`config.mk`:
```
export PLATFORM = sky130hd
export DESIGN_NAME = dsp_pwm_timer
export DESIGN_NICKNAME = d
export VERILOG_FILES = /design/src/shared/dsp_pkg.sv /design/src/shared/dsp_tick_if.sv /design/src/hdl/dsp_prescaler.sv /design/src/hdl/dsp_pwm_timer.sv
export VERILOG_INCLUDE_DIRS = /design/src /design/src/shared
export SDC_FILE = /design/constraint.sdc
export NUM_CORES = 1
export LEC_CHECK = 0
export BUFFER_PORTS_ARGS = -buffer_cell sky130_fd_sc_hd__buf_2
export CORE_UTILIZATION = 30
export CTS_CLUSTER_DIAMETER = 100
export DETAILED_ROUTE_END_ITERATION = 8
export PLACE_DENSITY = 0.44
export RECOVER_POWER = 50
export SYNTH_ARGS = -nofsm -noshare
export SYNTH_HDL_FRONTEND = slang
export SYNTH_HIERARCHICAL = 1
export SYNTH_SLANG_ARGS = --single-unit
```
`constraint.sdc`:
```
create_clock -name pclk -period 7.2 [get_ports pclk]
set_input_delay 1.08 -clock pclk [delete_from_list [all_inputs] [get_ports pclk]]
set_output_delay 1.08 -clock pclk [all_outputs]
set_load 0.005 [all_outputs]
```
`src/shared/dsp_cfg.svh`:
```
`ifndef DSP_CFG_SVH
`define DSP_CFG_SVH

// Register byte offsets
`define DSP_ADDR_CTRL 8'h00
`define DSP_ADDR_COUNT 8'h04
`define DSP_ADDR_CMP_A 8'h08
`define DSP_ADDR_CMP_B 8'h0c
`define DSP_ADDR_CAPTURE 8'h10
`define DSP_ADDR_FLAGS 8'h14
`define DSP_ADDR_PIN_DIR 8'h18
`define DSP_ADDR_STATUS 8'h1c

// Control register fields
`define DSP_CTRL_WGM_MSB 3
`define DSP_CTRL_WGM_LSB 0
`define DSP_CTRL_CLK_MSB 6
`define DSP_CTRL_CLK_LSB 4
`define DSP_CTRL_COMA_MSB 9
`define DSP_CTRL_COMA_LSB 8
`define DSP_CTRL_COMB_MSB 11
`define DSP_CTRL_COMB_LSB 10
`define DSP_CTRL_WIDTH 12

// Flag register bits
`define DSP_FLAG_OVF 0
`define DSP_FLAG_MATCH_A 1
`define DSP_FLAG_MATCH_B 2
`define DSP_FLAG_CAPTURE 3
`define DSP_FLAG_WIDTH 4

// Reset values
`define DSP_CTRL_RESET 12'h000
`define DSP_COUNT_RESET 16'h0000
`define DSP_CMP_RESET 16'h0000
`define DSP_CAPTURE_RESET 16'h0000
`define DSP_FLAGS_RESET 4'h0
`define DSP_PIN_DIR_RESET 2'h0

// Fixed TOP values
`define DSP_TOP_8BIT 16'h00ff
`define DSP_TOP_9BIT 16'h01ff
`define DSP_TOP_10BIT 16'h03ff
`define DSP_TOP_MAX 16'hffff
`define DSP_BOTTOM 16'h0000

// Prescaler terminal counts, divider minus one
`define DSP_DIV1_TERM 10'h000
`define DSP_DIV8_TERM 10'h007
`define DSP_DIV64_TERM 10'h03f
`define DSP_DIV256_TERM 10'h0ff
`define DSP_DIV1024_TERM 10'h3ff

`endif

```
`src/shared/dsp_pkg.sv`:
```
package dsp_pkg;

  typedef enum logic [3:0] {
    DSP_WGM_PC8 = 4'h1,
    DSP_WGM_PC9 = 4'h2,
    DSP_WGM_PC10 = 4'h3,
    DSP_WGM_PFC_CAP = 4'h8,
    DSP_WGM_PFC_CMPA = 4'h9,
    DSP_WGM_PC_CAP = 4'ha,
    DSP_WGM_PC_CMPA = 4'hb
  } dsp_wgm_t;

  typedef enum logic [0:0] {
    DSP_UP = 1'b0,
    DSP_DOWN = 1'b1
  } dsp_dir_t;

  typedef enum logic [1:0] {
    DSP_COM_OFF = 2'h0,
    DSP_COM_TOGGLE = 2'h1,
    DSP_COM_NONINV = 2'h2,
    DSP_COM_INV = 2'h3
  } dsp_com_t;

  typedef enum logic [2:0] {
    DSP_CLK_STOP = 3'h0,
    DSP_CLK_DIV1 = 3'h1,
    DSP_CLK_DIV8 = 3'h2,
    DSP_CLK_DIV64 = 3'h3,
    DSP_CLK_DIV256 = 3'h4,
    DSP_CLK_DIV1024 = 3'h5
  } dsp_clk_sel_t;

endpackage : dsp_pkg

```
`src/shared/dsp_tick_if.sv`:
```
`timescale 1ns/1ps

interface dsp_tick_if;
  logic [2:0] clk_sel;
  logic tick;

  modport prescaler (
    input clk_sel,
    output tick
  );

  modport timer (
    output clk_sel,
    input tick
  );
endinterface : dsp_tick_if

```
`src/hdl/dsp_prescaler.sv`:
```
`timescale 1ns/1ps
`include "dsp_cfg.svh"

module dsp_prescaler (
  // Clock and reset
  input wire logic pclk,
  input wire logic presetn,
  // Tick carrier
  dsp_tick_if.prescaler tk
);

  logic [9:0] div_reg;
  logic tick_reg;

  function automatic logic [9:0] term_of(input logic [2:0] sel);
    case (sel)
      dsp_pkg::DSP_CLK_DIV1: term_of = `DSP_DIV1_TERM;
      dsp_pkg::DSP_CLK_DIV8: term_of = `DSP_DIV8_TERM;
      dsp_pkg::DSP_CLK_DIV64: term_of = `DSP_DIV64_TERM;
      dsp_pkg::DSP_CLK_DIV256: term_of = `DSP_DIV256_TERM;
      dsp_pkg::DSP_CLK_DIV1024: term_of = `DSP_DIV1024_TERM;
      default: term_of = `DSP_DIV1_TERM;
    endcase
  endfunction : term_of

  wire run = (tk.clk_sel != dsp_pkg::DSP_CLK_STOP) && (tk.clk_sel <= dsp_pkg::DSP_CLK_DIV1024);
  wire at_term = (div_reg >= term_of(tk.clk_sel));
  wire [9:0] div_next = (!run || at_term) ? 10'h000 : div_reg + 10'h001;

  // tick is an enable, not a clock
  always_ff @(posedge pclk or negedge presetn) begin
    if (!presetn) begin
      div_reg <= 10'h000;
      tick_reg <= 1'b0;
    end else begin
      div_reg <= div_next;
      tick_reg <= run && at_term;
    end
  end

  assign tk.tick = tick_reg;

endmodule : dsp_prescaler

```
`src/hdl/dsp_pwm_timer.sv`:
```
// Overview of operation
// - Count zero up to TOP, then down
// - Reverse at TOP on the next tick, no hold
// - Counter equals compare sets match flag
// - Phase correct: overflow flag at zero
// - Phase correct: TOP-source flag at TOP load
// - Phase correct: load compares at TOP
// - Fixed TOP masks upper compare bits
// - Mode two non-inverted, three inverted
// - Clear on up match, set on down
// - Pin driven only when direction output
// - Zero compare low, TOP compare high
// - Channel A toggle with A-as-TOP or capture-as-TOP
// - Frequency correct TOP: capture or A
// - Frequency correct: load and overflow at zero
// - Frequency correct: TOP-source flag at TOP
// - Prescaler divides by 1..1024
// - Fully synchronous, tick as enable
// - Phase correct TOP source per mode
// - Capture unbuffered, compares buffered
`timescale 1ns/1ps
`include "dsp_cfg.svh"

module dsp_pwm_timer (
  // Clock and reset
  input wire logic pclk,
  input wire logic presetn,
  // APB slave
  input wire logic psel,
  input wire logic penable,
  input wire logic pwrite,
  input wire logic [7:0] paddr,
  input wire logic [31:0] pwdata,
  output logic [31:0] prdata,
  output logic pready,
  output logic pslverr,
  // Waveform pins
  output logic wave_out_a,
  output logic wave_oe_a,
  output logic wave_out_b,
  output logic wave_oe_b
);

  dsp_tick_if tk ();

  logic [`DSP_CTRL_WIDTH-1:0] ctrl_reg;
  logic [15:0] count_reg;
  dsp_pkg::dsp_dir_t dir_reg;
  dsp_pkg::dsp_dir_t dir_next;
  logic [15:0] cmp_a_buf_reg;
  logic [15:0] cmp_b_buf_reg;
  logic [15:0] cmp_a_reg;
  logic [15:0] cmp_b_reg;
  logic [15:0] capture_reg;
  logic [`DSP_FLAG_WIDTH-1:0] flags_reg;
  logic [1:0] pin_dir_reg;
  logic wave_a_reg;
  logic wave_b_reg;
  logic oe_a_reg;
  logic oe_b_reg;
  logic [31:0] prdata_reg;
  logic pready_reg;
  logic pslverr_reg;

  dsp_prescaler dsp_prescaler_i (
    .pclk(pclk),
    .presetn(presetn),
    .tk(tk.prescaler)
  );

  function automatic logic is_dual(input logic [3:0] m);
    case (m)
      dsp_pkg::DSP_WGM_PC8, dsp_pkg::DSP_WGM_PC9, dsp_pkg::DSP_WGM_PC10,
      dsp_pkg::DSP_WGM_PFC_CAP, dsp_pkg::DSP_WGM_PFC_CMPA,
      dsp_pkg::DSP_WGM_PC_CAP, dsp_pkg::DSP_WGM_PC_CMPA: is_dual = 1'b1;
      default: is_dual = 1'b0;
    endcase
  endfunction : is_dual

  function automatic logic [15:0] fixed_mask(input logic [3:0] m);
    case (m)
      dsp_pkg::DSP_WGM_PC8: fixed_mask = `DSP_TOP_8BIT;
      dsp_pkg::DSP_WGM_PC9: fixed_mask = `DSP_TOP_9BIT;
      dsp_pkg::DSP_WGM_PC10: fixed_mask = `DSP_TOP_10BIT;
      default: fixed_mask = `DSP_TOP_MAX;
    endcase
  endfunction : fixed_mask

  function automatic logic [15:0] top_of(input logic [3:0] m, input logic [15:0] cmpa, input logic [15:0] cap);
    case (m)
      dsp_pkg::DSP_WGM_PC8, dsp_pkg::DSP_WGM_PC9, dsp_pkg::DSP_WGM_PC10: top_of = fixed_mask(m);
      dsp_pkg::DSP_WGM_PFC_CAP, dsp_pkg::DSP_WGM_PC_CAP: top_of = cap;
      dsp_pkg::DSP_WGM_PFC_CMPA, dsp_pkg::DSP_WGM_PC_CMPA: top_of = cmpa;
      default: top_of = `DSP_TOP_MAX;
    endcase
  endfunction : top_of

  // next pin level on a match
  function automatic logic wave_step(input logic [1:0] com, input logic tog_ok, input logic hit, input logic up,
                                     input logic cur);
    if (!hit) begin
      wave_step = cur;
    end else begin
      case (com)
        dsp_pkg::DSP_COM_NONINV: wave_step = ~up;
        dsp_pkg::DSP_COM_INV: wave_step = up;
        dsp_pkg::DSP_COM_TOGGLE: wave_step = tog_ok ? ~cur : cur;
        default: wave_step = cur;
      endcase
    end
  endfunction : wave_step

  // Control fields
  wire [3:0] mode = ctrl_reg[`DSP_CTRL_WGM_MSB:`DSP_CTRL_WGM_LSB];
  wire [1:0] com_a = ctrl_reg[`DSP_CTRL_COMA_MSB:`DSP_CTRL_COMA_LSB];
  wire [1:0] com_b = ctrl_reg[`DSP_CTRL_COMB_MSB:`DSP_CTRL_COMB_LSB];
  wire dual = is_dual(mode);
  wire pfc = (mode == dsp_pkg::DSP_WGM_PFC_CAP) || (mode == dsp_pkg::DSP_WGM_PFC_CMPA);
  wire top_is_a = (mode == dsp_pkg::DSP_WGM_PFC_CMPA) || (mode == dsp_pkg::DSP_WGM_PC_CMPA);
  wire top_is_cap = (mode == dsp_pkg::DSP_WGM_PFC_CAP) || (mode == dsp_pkg::DSP_WGM_PC_CAP);
  wire tog_ok = top_is_a || top_is_cap;
  assign tk.clk_sel = ctrl_reg[`DSP_CTRL_CLK_MSB:`DSP_CTRL_CLK_LSB];

  // APB decode
  wire access = psel && penable && pready_reg;
  wire wr_en = access && pwrite;
  wire hit_ctrl = (paddr == `DSP_ADDR_CTRL);
  wire hit_count = (paddr == `DSP_ADDR_COUNT);
  wire hit_cmp_a = (paddr == `DSP_ADDR_CMP_A);
  wire hit_cmp_b = (paddr == `DSP_ADDR_CMP_B);
  wire hit_cap = (paddr == `DSP_ADDR_CAPTURE);
  wire hit_flags = (paddr == `DSP_ADDR_FLAGS);
  wire hit_dir = (paddr == `DSP_ADDR_PIN_DIR);
  wire hit_stat = (paddr == `DSP_ADDR_STATUS);
  wire mapped = hit_ctrl || hit_count || hit_cmp_a || hit_cmp_b || hit_cap || hit_flags || hit_dir || hit_stat;
  wire wr_ctrl = wr_en && hit_ctrl;
  wire wr_count = wr_en && hit_count;
  wire wr_cmp_a = wr_en && hit_cmp_a;
  wire wr_cmp_b = wr_en && hit_cmp_b;
  wire wr_cap = wr_en && hit_cap;
  wire wr_flags = wr_en && hit_flags;
  wire wr_dir = wr_en && hit_dir;
  wire [31:0] rd_data =
    hit_ctrl ? {20'h00000, ctrl_reg} :
    hit_count ? {16'h0000, count_reg} :
    hit_cmp_a ? {16'h0000, cmp_a_buf_reg} :
    hit_cmp_b ? {16'h0000, cmp_b_buf_reg} :
    hit_cap ? {16'h0000, capture_reg} :
    hit_flags ? {28'h0000000, flags_reg} :
    hit_dir ? {30'h00000000, pin_dir_reg} :
    hit_stat ? {31'h00000000, dir_reg} :
    32'h00000000;

  // Counter events
  // tick qualifies every counter step; APB writes load it without a tick
  wire tick_en = tk.tick && dual;
  wire [15:0] top = top_of(mode, cmp_a_reg, capture_reg);
  wire at_top = (count_reg == top);
  wire at_bot = (count_reg == `DSP_BOTTOM);
  wire dir_up = (dir_reg == dsp_pkg::DSP_UP);
  wire top_evt = tick_en && dir_up && at_top;
  wire bot_evt = tick_en && !dir_up && at_bot;
  // match only where counter reaches value
  wire match_a = tick_en && (count_reg == cmp_a_reg);
  wire match_b = tick_en && (count_reg == cmp_b_reg);
  // TOP counts as falling, BOTTOM as rising
  wire up_eff = (dir_up && !at_top) || at_bot;
  wire load_cmp = dual ? (pfc ? bot_evt : top_evt) : 1'b1;

  wire step_down = (dir_up && at_top) || (!dir_up && !at_bot);
  wire [15:0] count_step = step_down ? count_reg - 16'h0001 : count_reg + 16'h0001;
  wire [15:0] count_next = wr_count ? pwdata[15:0] : (tick_en ? count_step : count_reg);

  always_comb begin
    dir_next = dir_reg;
    case (dir_reg)
      dsp_pkg::DSP_UP: begin
        if (tick_en && at_top) begin
          dir_next = dsp_pkg::DSP_DOWN;
        end
      end
      dsp_pkg::DSP_DOWN: begin
        if (tick_en && at_bot) begin
          dir_next = dsp_pkg::DSP_UP;
        end
      end
      default: dir_next = dsp_pkg::DSP_UP;
    endcase
  end

  wire [15:0] cmp_wdata = pwdata[15:0] & fixed_mask(mode);
  wire [15:0] cmp_a_buf_next = wr_cmp_a ? cmp_wdata : cmp_a_buf_reg;
  wire [15:0] cmp_b_buf_next = wr_cmp_b ? cmp_wdata : cmp_b_buf_reg;
  wire [15:0] cmp_a_next = load_cmp ? cmp_a_buf_reg : cmp_a_reg;
  wire [15:0] cmp_b_next = load_cmp ? cmp_b_buf_reg : cmp_b_reg;
  wire [15:0] capture_next = wr_cap ? pwdata[15:0] : capture_reg;

  // Flag sets; set beats a same-cycle clear
  // overflow at bottom
  wire set_ovf = bot_evt;
  wire set_a = match_a || (top_evt && top_is_a);
  wire set_b = match_b;
  wire set_cap = top_evt && top_is_cap;
  wire [3:0] flag_set = {set_cap, set_b, set_a, set_ovf};
  wire [3:0] flag_clr = wr_flags ? pwdata[3:0] : 4'h0;
  wire [3:0] flags_next = (flags_reg & ~flag_clr) | flag_set;

  // Waveform levels; B has no toggle
  wire wave_a_next = wave_step(com_a, tog_ok, match_a, up_eff, wave_a_reg);
  wire wave_b_next = wave_step(com_b, 1'b0, match_b, up_eff, wave_b_reg);
  // drive pin only with direction set
  wire oe_a_next = pin_dir_reg[0] && (com_a != dsp_pkg::DSP_COM_OFF) &&
                   ((com_a != dsp_pkg::DSP_COM_TOGGLE) || tog_ok);
  wire oe_b_next = pin_dir_reg[1] && (com_b != dsp_pkg::DSP_COM_OFF) && (com_b != dsp_pkg::DSP_COM_TOGGLE);

  always_ff @(posedge pclk or negedge presetn) begin
    if (!presetn) begin
      ctrl_reg <= `DSP_CTRL_RESET;
      count_reg <= `DSP_COUNT_RESET;
      dir_reg <= dsp_pkg::DSP_UP;
      cmp_a_buf_reg <= `DSP_CMP_RESET;
      cmp_b_buf_reg <= `DSP_CMP_RESET;
      cmp_a_reg <= `DSP_CMP_RESET;
      cmp_b_reg <= `DSP_CMP_RESET;
      capture_reg <= `DSP_CAPTURE_RESET;
      flags_reg <= `DSP_FLAGS_RESET;
      pin_dir_reg <= `DSP_PIN_DIR_RESET;
    end else begin
      ctrl_reg <= wr_ctrl ? pwdata[`DSP_CTRL_WIDTH-1:0] : ctrl_reg;
      count_reg <= count_next;
      dir_reg <= dir_next;
      cmp_a_buf_reg <= cmp_a_buf_next;
      cmp_b_buf_reg <= cmp_b_buf_next;
      cmp_a_reg <= cmp_a_next;
      cmp_b_reg <= cmp_b_next;
      capture_reg <= capture_next;
      flags_reg <= flags_next;
      pin_dir_reg <= wr_dir ? pwdata[1:0] : pin_dir_reg;
    end
  end

  always_ff @(posedge pclk or negedge presetn) begin
    if (!presetn) begin
      wave_a_reg <= 1'b0;
      wave_b_reg <= 1'b0;
      oe_a_reg <= 1'b0;
      oe_b_reg <= 1'b0;
    end else begin
      wave_a_reg <= wave_a_next;
      wave_b_reg <= wave_b_next;
      oe_a_reg <= oe_a_next;
      oe_b_reg <= oe_b_next;
    end
  end

  // Read data captured in setup so access is wait-free
  always_ff @(posedge pclk or negedge presetn) begin
    if (!presetn) begin
      prdata_reg <= 32'h00000000;
      pready_reg <= 1'b0;
      pslverr_reg <= 1'b0;
    end else begin
      prdata_reg <= (psel && !penable && !pwrite) ? rd_data : prdata_reg;
      pready_reg <= psel && !penable;
      pslverr_reg <= psel && !penable && !mapped;
    end
  end

  assign prdata = prdata_reg;
  assign pready = pready_reg;
  assign pslverr = pslverr_reg;
  assign wave_out_a = wave_a_reg;
  assign wave_oe_a = oe_a_reg;
  assign wave_out_b = wave_b_reg;
  assign wave_oe_b = oe_b_reg;

  a_up_slope: assert property (@(posedge pclk) disable iff (!presetn)
    (tick_en && dir_up && !at_top && !wr_count) |=> (count_reg == $past(count_reg) + 16'h0001))
    else $error("counter did not increment on up slope");

  a_top_turn: assert property (@(posedge pclk) disable iff (!presetn)
    (top_evt && !wr_count) |=> (dir_reg == dsp_pkg::DSP_DOWN) && (count_reg == $past(count_reg) - 16'h0001))
    else $error("counter did not reverse after TOP");

  a_match_flag: assert property (@(posedge pclk) disable iff (!presetn)
    match_b |=> flags_reg[`DSP_FLAG_MATCH_B])
    else $error("match flag B not set");

  a_bottom_ovf: assert property (@(posedge pclk) disable iff (!presetn)
    (tick_en && !dir_up && at_bot) |=> flags_reg[`DSP_FLAG_OVF] && (dir_reg == dsp_pkg::DSP_UP))
    else $error("overflow flag not set at bottom");

  a_top_capflag: assert property (@(posedge pclk) disable iff (!presetn)
    (tick_en && dir_up && at_top && top_is_cap) |=> flags_reg[`DSP_FLAG_CAPTURE])
    else $error("capture flag not set at TOP");

  a_pc_load: assert property (@(posedge pclk) disable iff (!presetn)
    (dual && !pfc && !top_evt && $past(dual)) |=> $stable(cmp_b_reg) || $past(top_evt, 2))
    else $error("compare loaded away from TOP");

  a_pfc_load: assert property (@(posedge pclk) disable iff (!presetn)
    (pfc && bot_evt) |=> (cmp_a_reg == $past(cmp_a_buf_reg)) && (cmp_b_reg == $past(cmp_b_buf_reg)))
    else $error("compare not loaded at bottom");

  a_cmp_mask: assert property (@(posedge pclk) disable iff (!presetn)
    wr_cmp_a |=> ((cmp_a_buf_reg & ~fixed_mask($past(mode))) == 16'h0000))
    else $error("compare upper bits not masked");

  a_noninv_up: assert property (@(posedge pclk) disable iff (!presetn)
    (match_a && up_eff && com_a == dsp_pkg::DSP_COM_NONINV) |=> !wave_a_reg)
    else $error("non-inverted output not cleared on up match");

  a_oe_gate: assert property (@(posedge pclk) disable iff (!presetn)
    wave_oe_b |-> $past(pin_dir_reg[1]))
    else $error("pin driven without direction bit");

  a_a_toggle: assert property (@(posedge pclk) disable iff (!presetn)
    (match_a && top_is_a && com_a == dsp_pkg::DSP_COM_TOGGLE) |=> (wave_a_reg != $past(wave_a_reg)))
    else $error("channel A did not toggle");

endmodule : dsp_pwm_timer

```
==> results_dict.tcl <==
set metrics [dict create \
    placeableCoreArea_um2 28200 \
    timing_worst_slew_pin_value_ns 5.13 \
    grt_antenna_before_repair 0 \
    final_max_slew_viol_count 92 \
    synthCells 867 \
    tritoncts "yes" \
    synth_warnings 6 \
    unrepaired_setup_endpoints_after_global_routing "false" \
    count_of_clock_tree_sinks 148 \
    slew-limit-headroom_pct -242 \
    swShare_pct 23.3 \
    post-synth-top-area-fraction_pct 42.6 \
    run_status "complete, but fails checks" \
    ys_top_cells_by_count "dfrtp_1 (148), nand2_1 (105), a21oi_1 (53), nor2_1 (48), o21ai_0 (46)" \
    final_min_period_over_clock_period_pct 79.0 \
    path_clk_slew_ns 0.07 \
    worst_clock_skew_ns 0.0108 \
    cellInternalPower_mw 1.50 \
    layout-drive-gt1-share_pct 18.5 \
    setup.worst_path.end_class "register" \
    syn_avg_cell_area_um2 10.0 \
    floorplan.rows 61 \
    cts_inserted_buffers 17 \
    vias 6454 \
    drc 0 \
    synth_most_common_cell "dfrtp_1" \
    firstDrtPassIters 5 \
    hold_path.class "reg2reg" \
    cap_violations 1 \
    comb_power_share_pct 4.5 \
    upper_clock_frequency_limit_ghz 0.176 \
    max_stage_delay_ns 0.96 \
    min-delay-start "flags_reg[1]" \
    cp_data_required_time_ns 7.55 \
    grt_first_pass_wirelength_um 39800 \
    clock_latency_at_the_later_pin_of_the_worst_skew_pair_ns 0.43 \
    mapped_area_um2 8690 \
    synth_sequential_area_ratio_pct 42.6 \
    p_leak_nw 4.35 \
    p_per_area_nw_per_um2 199 \
    clockBufferDepth 2 \
    arrival_time_at_the_worst_endpoint_ns 6.04 \
    die_outline_height_um 172 \
    cpLargestDelayFamily "compound AO/OA/AOI/OAI gates" \
    cts-htree-levels 4 \
    cts_post_setup_buffers_inserted 0 \
    timing.critical_path.mode_cell "a31oi_1" \
    post_drt_wl_per_cell_um 19.8 \
    crit_path_time_final_ns 5.69 \
    nNetsFinal 968 \
    drt_iter0_drc 444 \
    grt.total_usage_pct 18.4 \
    worst_path_cell_with_the_longest_stage_delay "dfrtp_1" \
    maximum_number_of_pins_on_one_net_before_global_route_repair 92 \
    floorplan.io_pins 83 \
    share_seq_of_total_power_pct 44.0 \
    synth-async-reset-ratio_pct 100 \
    final_setup_violations 0 \
    yosys.cell_types.count 71 \
    synth_top_cells_by_area "dfrtp_1 (43%), mux2_2 (5.4%), mux2_4 (5.2%)" \
    cts_repair_resize_count 0 \
    start_kind "register" \
    grt.overflow.total 0 \
    synth_top_flop_cell "dfrtp_1" \
    rr_startpoint "ctrl_reg[0]" \
    switching_power_mw 0.455 \
    die_x_um 172 \
    floorplan.initialDensity_pct 30.9 \
    cells_traversed_along_the_worst_timing_path "inv_1 -> a31oi_1 -> xor2_1 -> o41ai_1 -> o32ai_2 -> o41ai_4 -> buf_4 -> ha_1 -> a21o_1 -> a41o_1 -> nor4_1 -> nor3_1 -> a2111oi_1 -> o31ai_1 -> xnor2_1 -> or3_1 -> a31oi_1" \
    fin_total_pwr_mw 1.95 \
    gpl.final_weighted_congestion 0.803 \
    worstSetupStartpoint "ctrl_reg[0]" \
    totalWireLength_um 25500 \
    cts-hold-fix-buffers 0 \
    area.growth.synth_to_final_pct 13.2 \
    number_of_global_route_vias_before_repair 6319 \
    detail-route-antenna-nets 0 \
    antennaDiodeCount 0 \
    finalHoldViolCount 0 \
    synth_enable_flop_cells 0 \
    power_frac_clock_pct 51.5 \
    setup_tns_ns 0 \
    violations "max-capacitance violations, max-slew violations" \
    ys_seq_elements 148 \
    path_class "reg2reg" \
    crit_fanout 20 \
    synthDominantAreaCellType "dfrtp_1" \
    filler_cell_count_in_the_final_layout 2902 \
    post-dp-hpwl_um 17900 \
    peak_vdd_ir_uv 125 \
    clock-root-buffer "clkbuf_16" \
    numPortBuffers 50 \
    die_area_um2 29700 \
    worst-path-buf-inv 2 \
    drt-vias-per-instance 5.01 \
]
==> placed cells by master, fill, tap and decap left out, types with 5 or more instances in the layout <==
master / netlist / routed
clkbuf_16: 0 / 17
a21oi_1: 53 / 53
and3_1: 6 / 6
mux2_2: 42 / 42
buf_2: 5 / 25
nor2_1: 48 / 46
a21o_1: 8 / 8
a22o_1: 6 / 6
nand3_1: 15 / 15
dfrtp_1: 148 / 148
mux2i_1: 15 / 15
a222oi_1: 8 / 8
nor3_2: 3 / 5
ha_1: 26 / 26
nand4_1: 12 / 12
a221oi_1: 7 / 7
buf_4: 17 / 14
clkbuf_1: 40 / 27
o21ai_0: 46 / 46
nand2_1: 105 / 105
mux2_4: 30 / 30
a31oi_1: 11 / 11
inv_1: 22 / 22
xor2_1: 32 / 32
nor3_1: 25 / 23
xnor2_1: 34 / 34
bufinv_16: 0 / 5
nor4_1: 13 / 13
conb_1: 1 / 16
nor2b_1: 6 / 6
==> final timing paths <==
check / slack, ns / endpoint / cells past startpoint
max: 1.51 / count_reg[15] / 17
min: 0.48 / flags_reg[1] / 1
max reg2reg: 1.51 / count_reg[15] / 17
min reg2reg: 0.48 / flags_reg[1] / 1
max in group asynchronous: 1.78 / cmp_a_reg[0] / 1
min in group asynchronous: 2.49 / count_reg[12] / 1
==> per-stage QoR <==
| stage | utilization, % | cell area (um^2) | setup WS [ns] | std cells | hold WS, ns |
|---|---|---|---|---|---|
| floorplan | - | 8750 | 2.43 | 882 | 0.450 |
| global placement | 32.7 | 9220 | 1.55 | 1255 | 0.466 |
| detailed placement | 32.7 | 9220 | 1.56 | 1255 | 0.470 |
| CTS | 35.1 | 9870 | 1.53 | 1287 | 0.486 |
| global route | 34.9 | 9840 | 0.635 | 1287 | 0.489 |
| finish | 34.9 | 9840 | 1.51 | 1287 | 0.483 |
==> routing by layer <==
layer | wire [um] | up-vias | GRT usage (%) | part of all wire, %
met5 | 0 | - | 0 | 0
met4 | 438 | 0 | 5.39 | 1.7
met3 | 895 | 24 | 3.02 | 3.5
met2 | 11800 | 111 | 28.4 | 46
met1 | 12400 | 3187 | 26.1 | 49
li1 | - | 3132 | - | -
==> power by group through the flow <==
| stage | registers, mW | logic, mW | clock network [mW] |
|---|---|---|---|
| final | 0.860 | 0.0875 | 1.01 |
| after global routing | 0.861 | 0.102 | 1.07 |
| after CTS | 0.859 | 0.0949 | 1.03 |
| after detailed placement | 0.875 | 0.0943 | 0 |
| after global placement | 0.875 | 0.0944 | 0 |
| after floorplan | 0.873 | 0.0438 | 0 |
==> final cells by class <==
type                    count  area (um^2)  share of cell area [%]
multi-input cells         643         4600                    46.8
flip-flops and latches    148         3700                    37.7
well taps                 378          473                    4.81
clock buffers              19          433                    4.40
repair buffers             64          324                    3.29
clock inverters            13          220                    2.24
inverters                  22         82.6                   0.840
==> logic make-up after synthesis <==
family	count (synthesis)	synth area share [%]
AOI/OAI and AO/OA	181	13.9
xor gates and xnor gates	66	6.65
adders and majority gates	27	3.97
buffers and inverters	91	5.34
DFF	148	42.6
muxes	88	12.6
other	1	0.0431
and+or+nand+nor	265	14.9
Power figures use the tool's default switching activity.
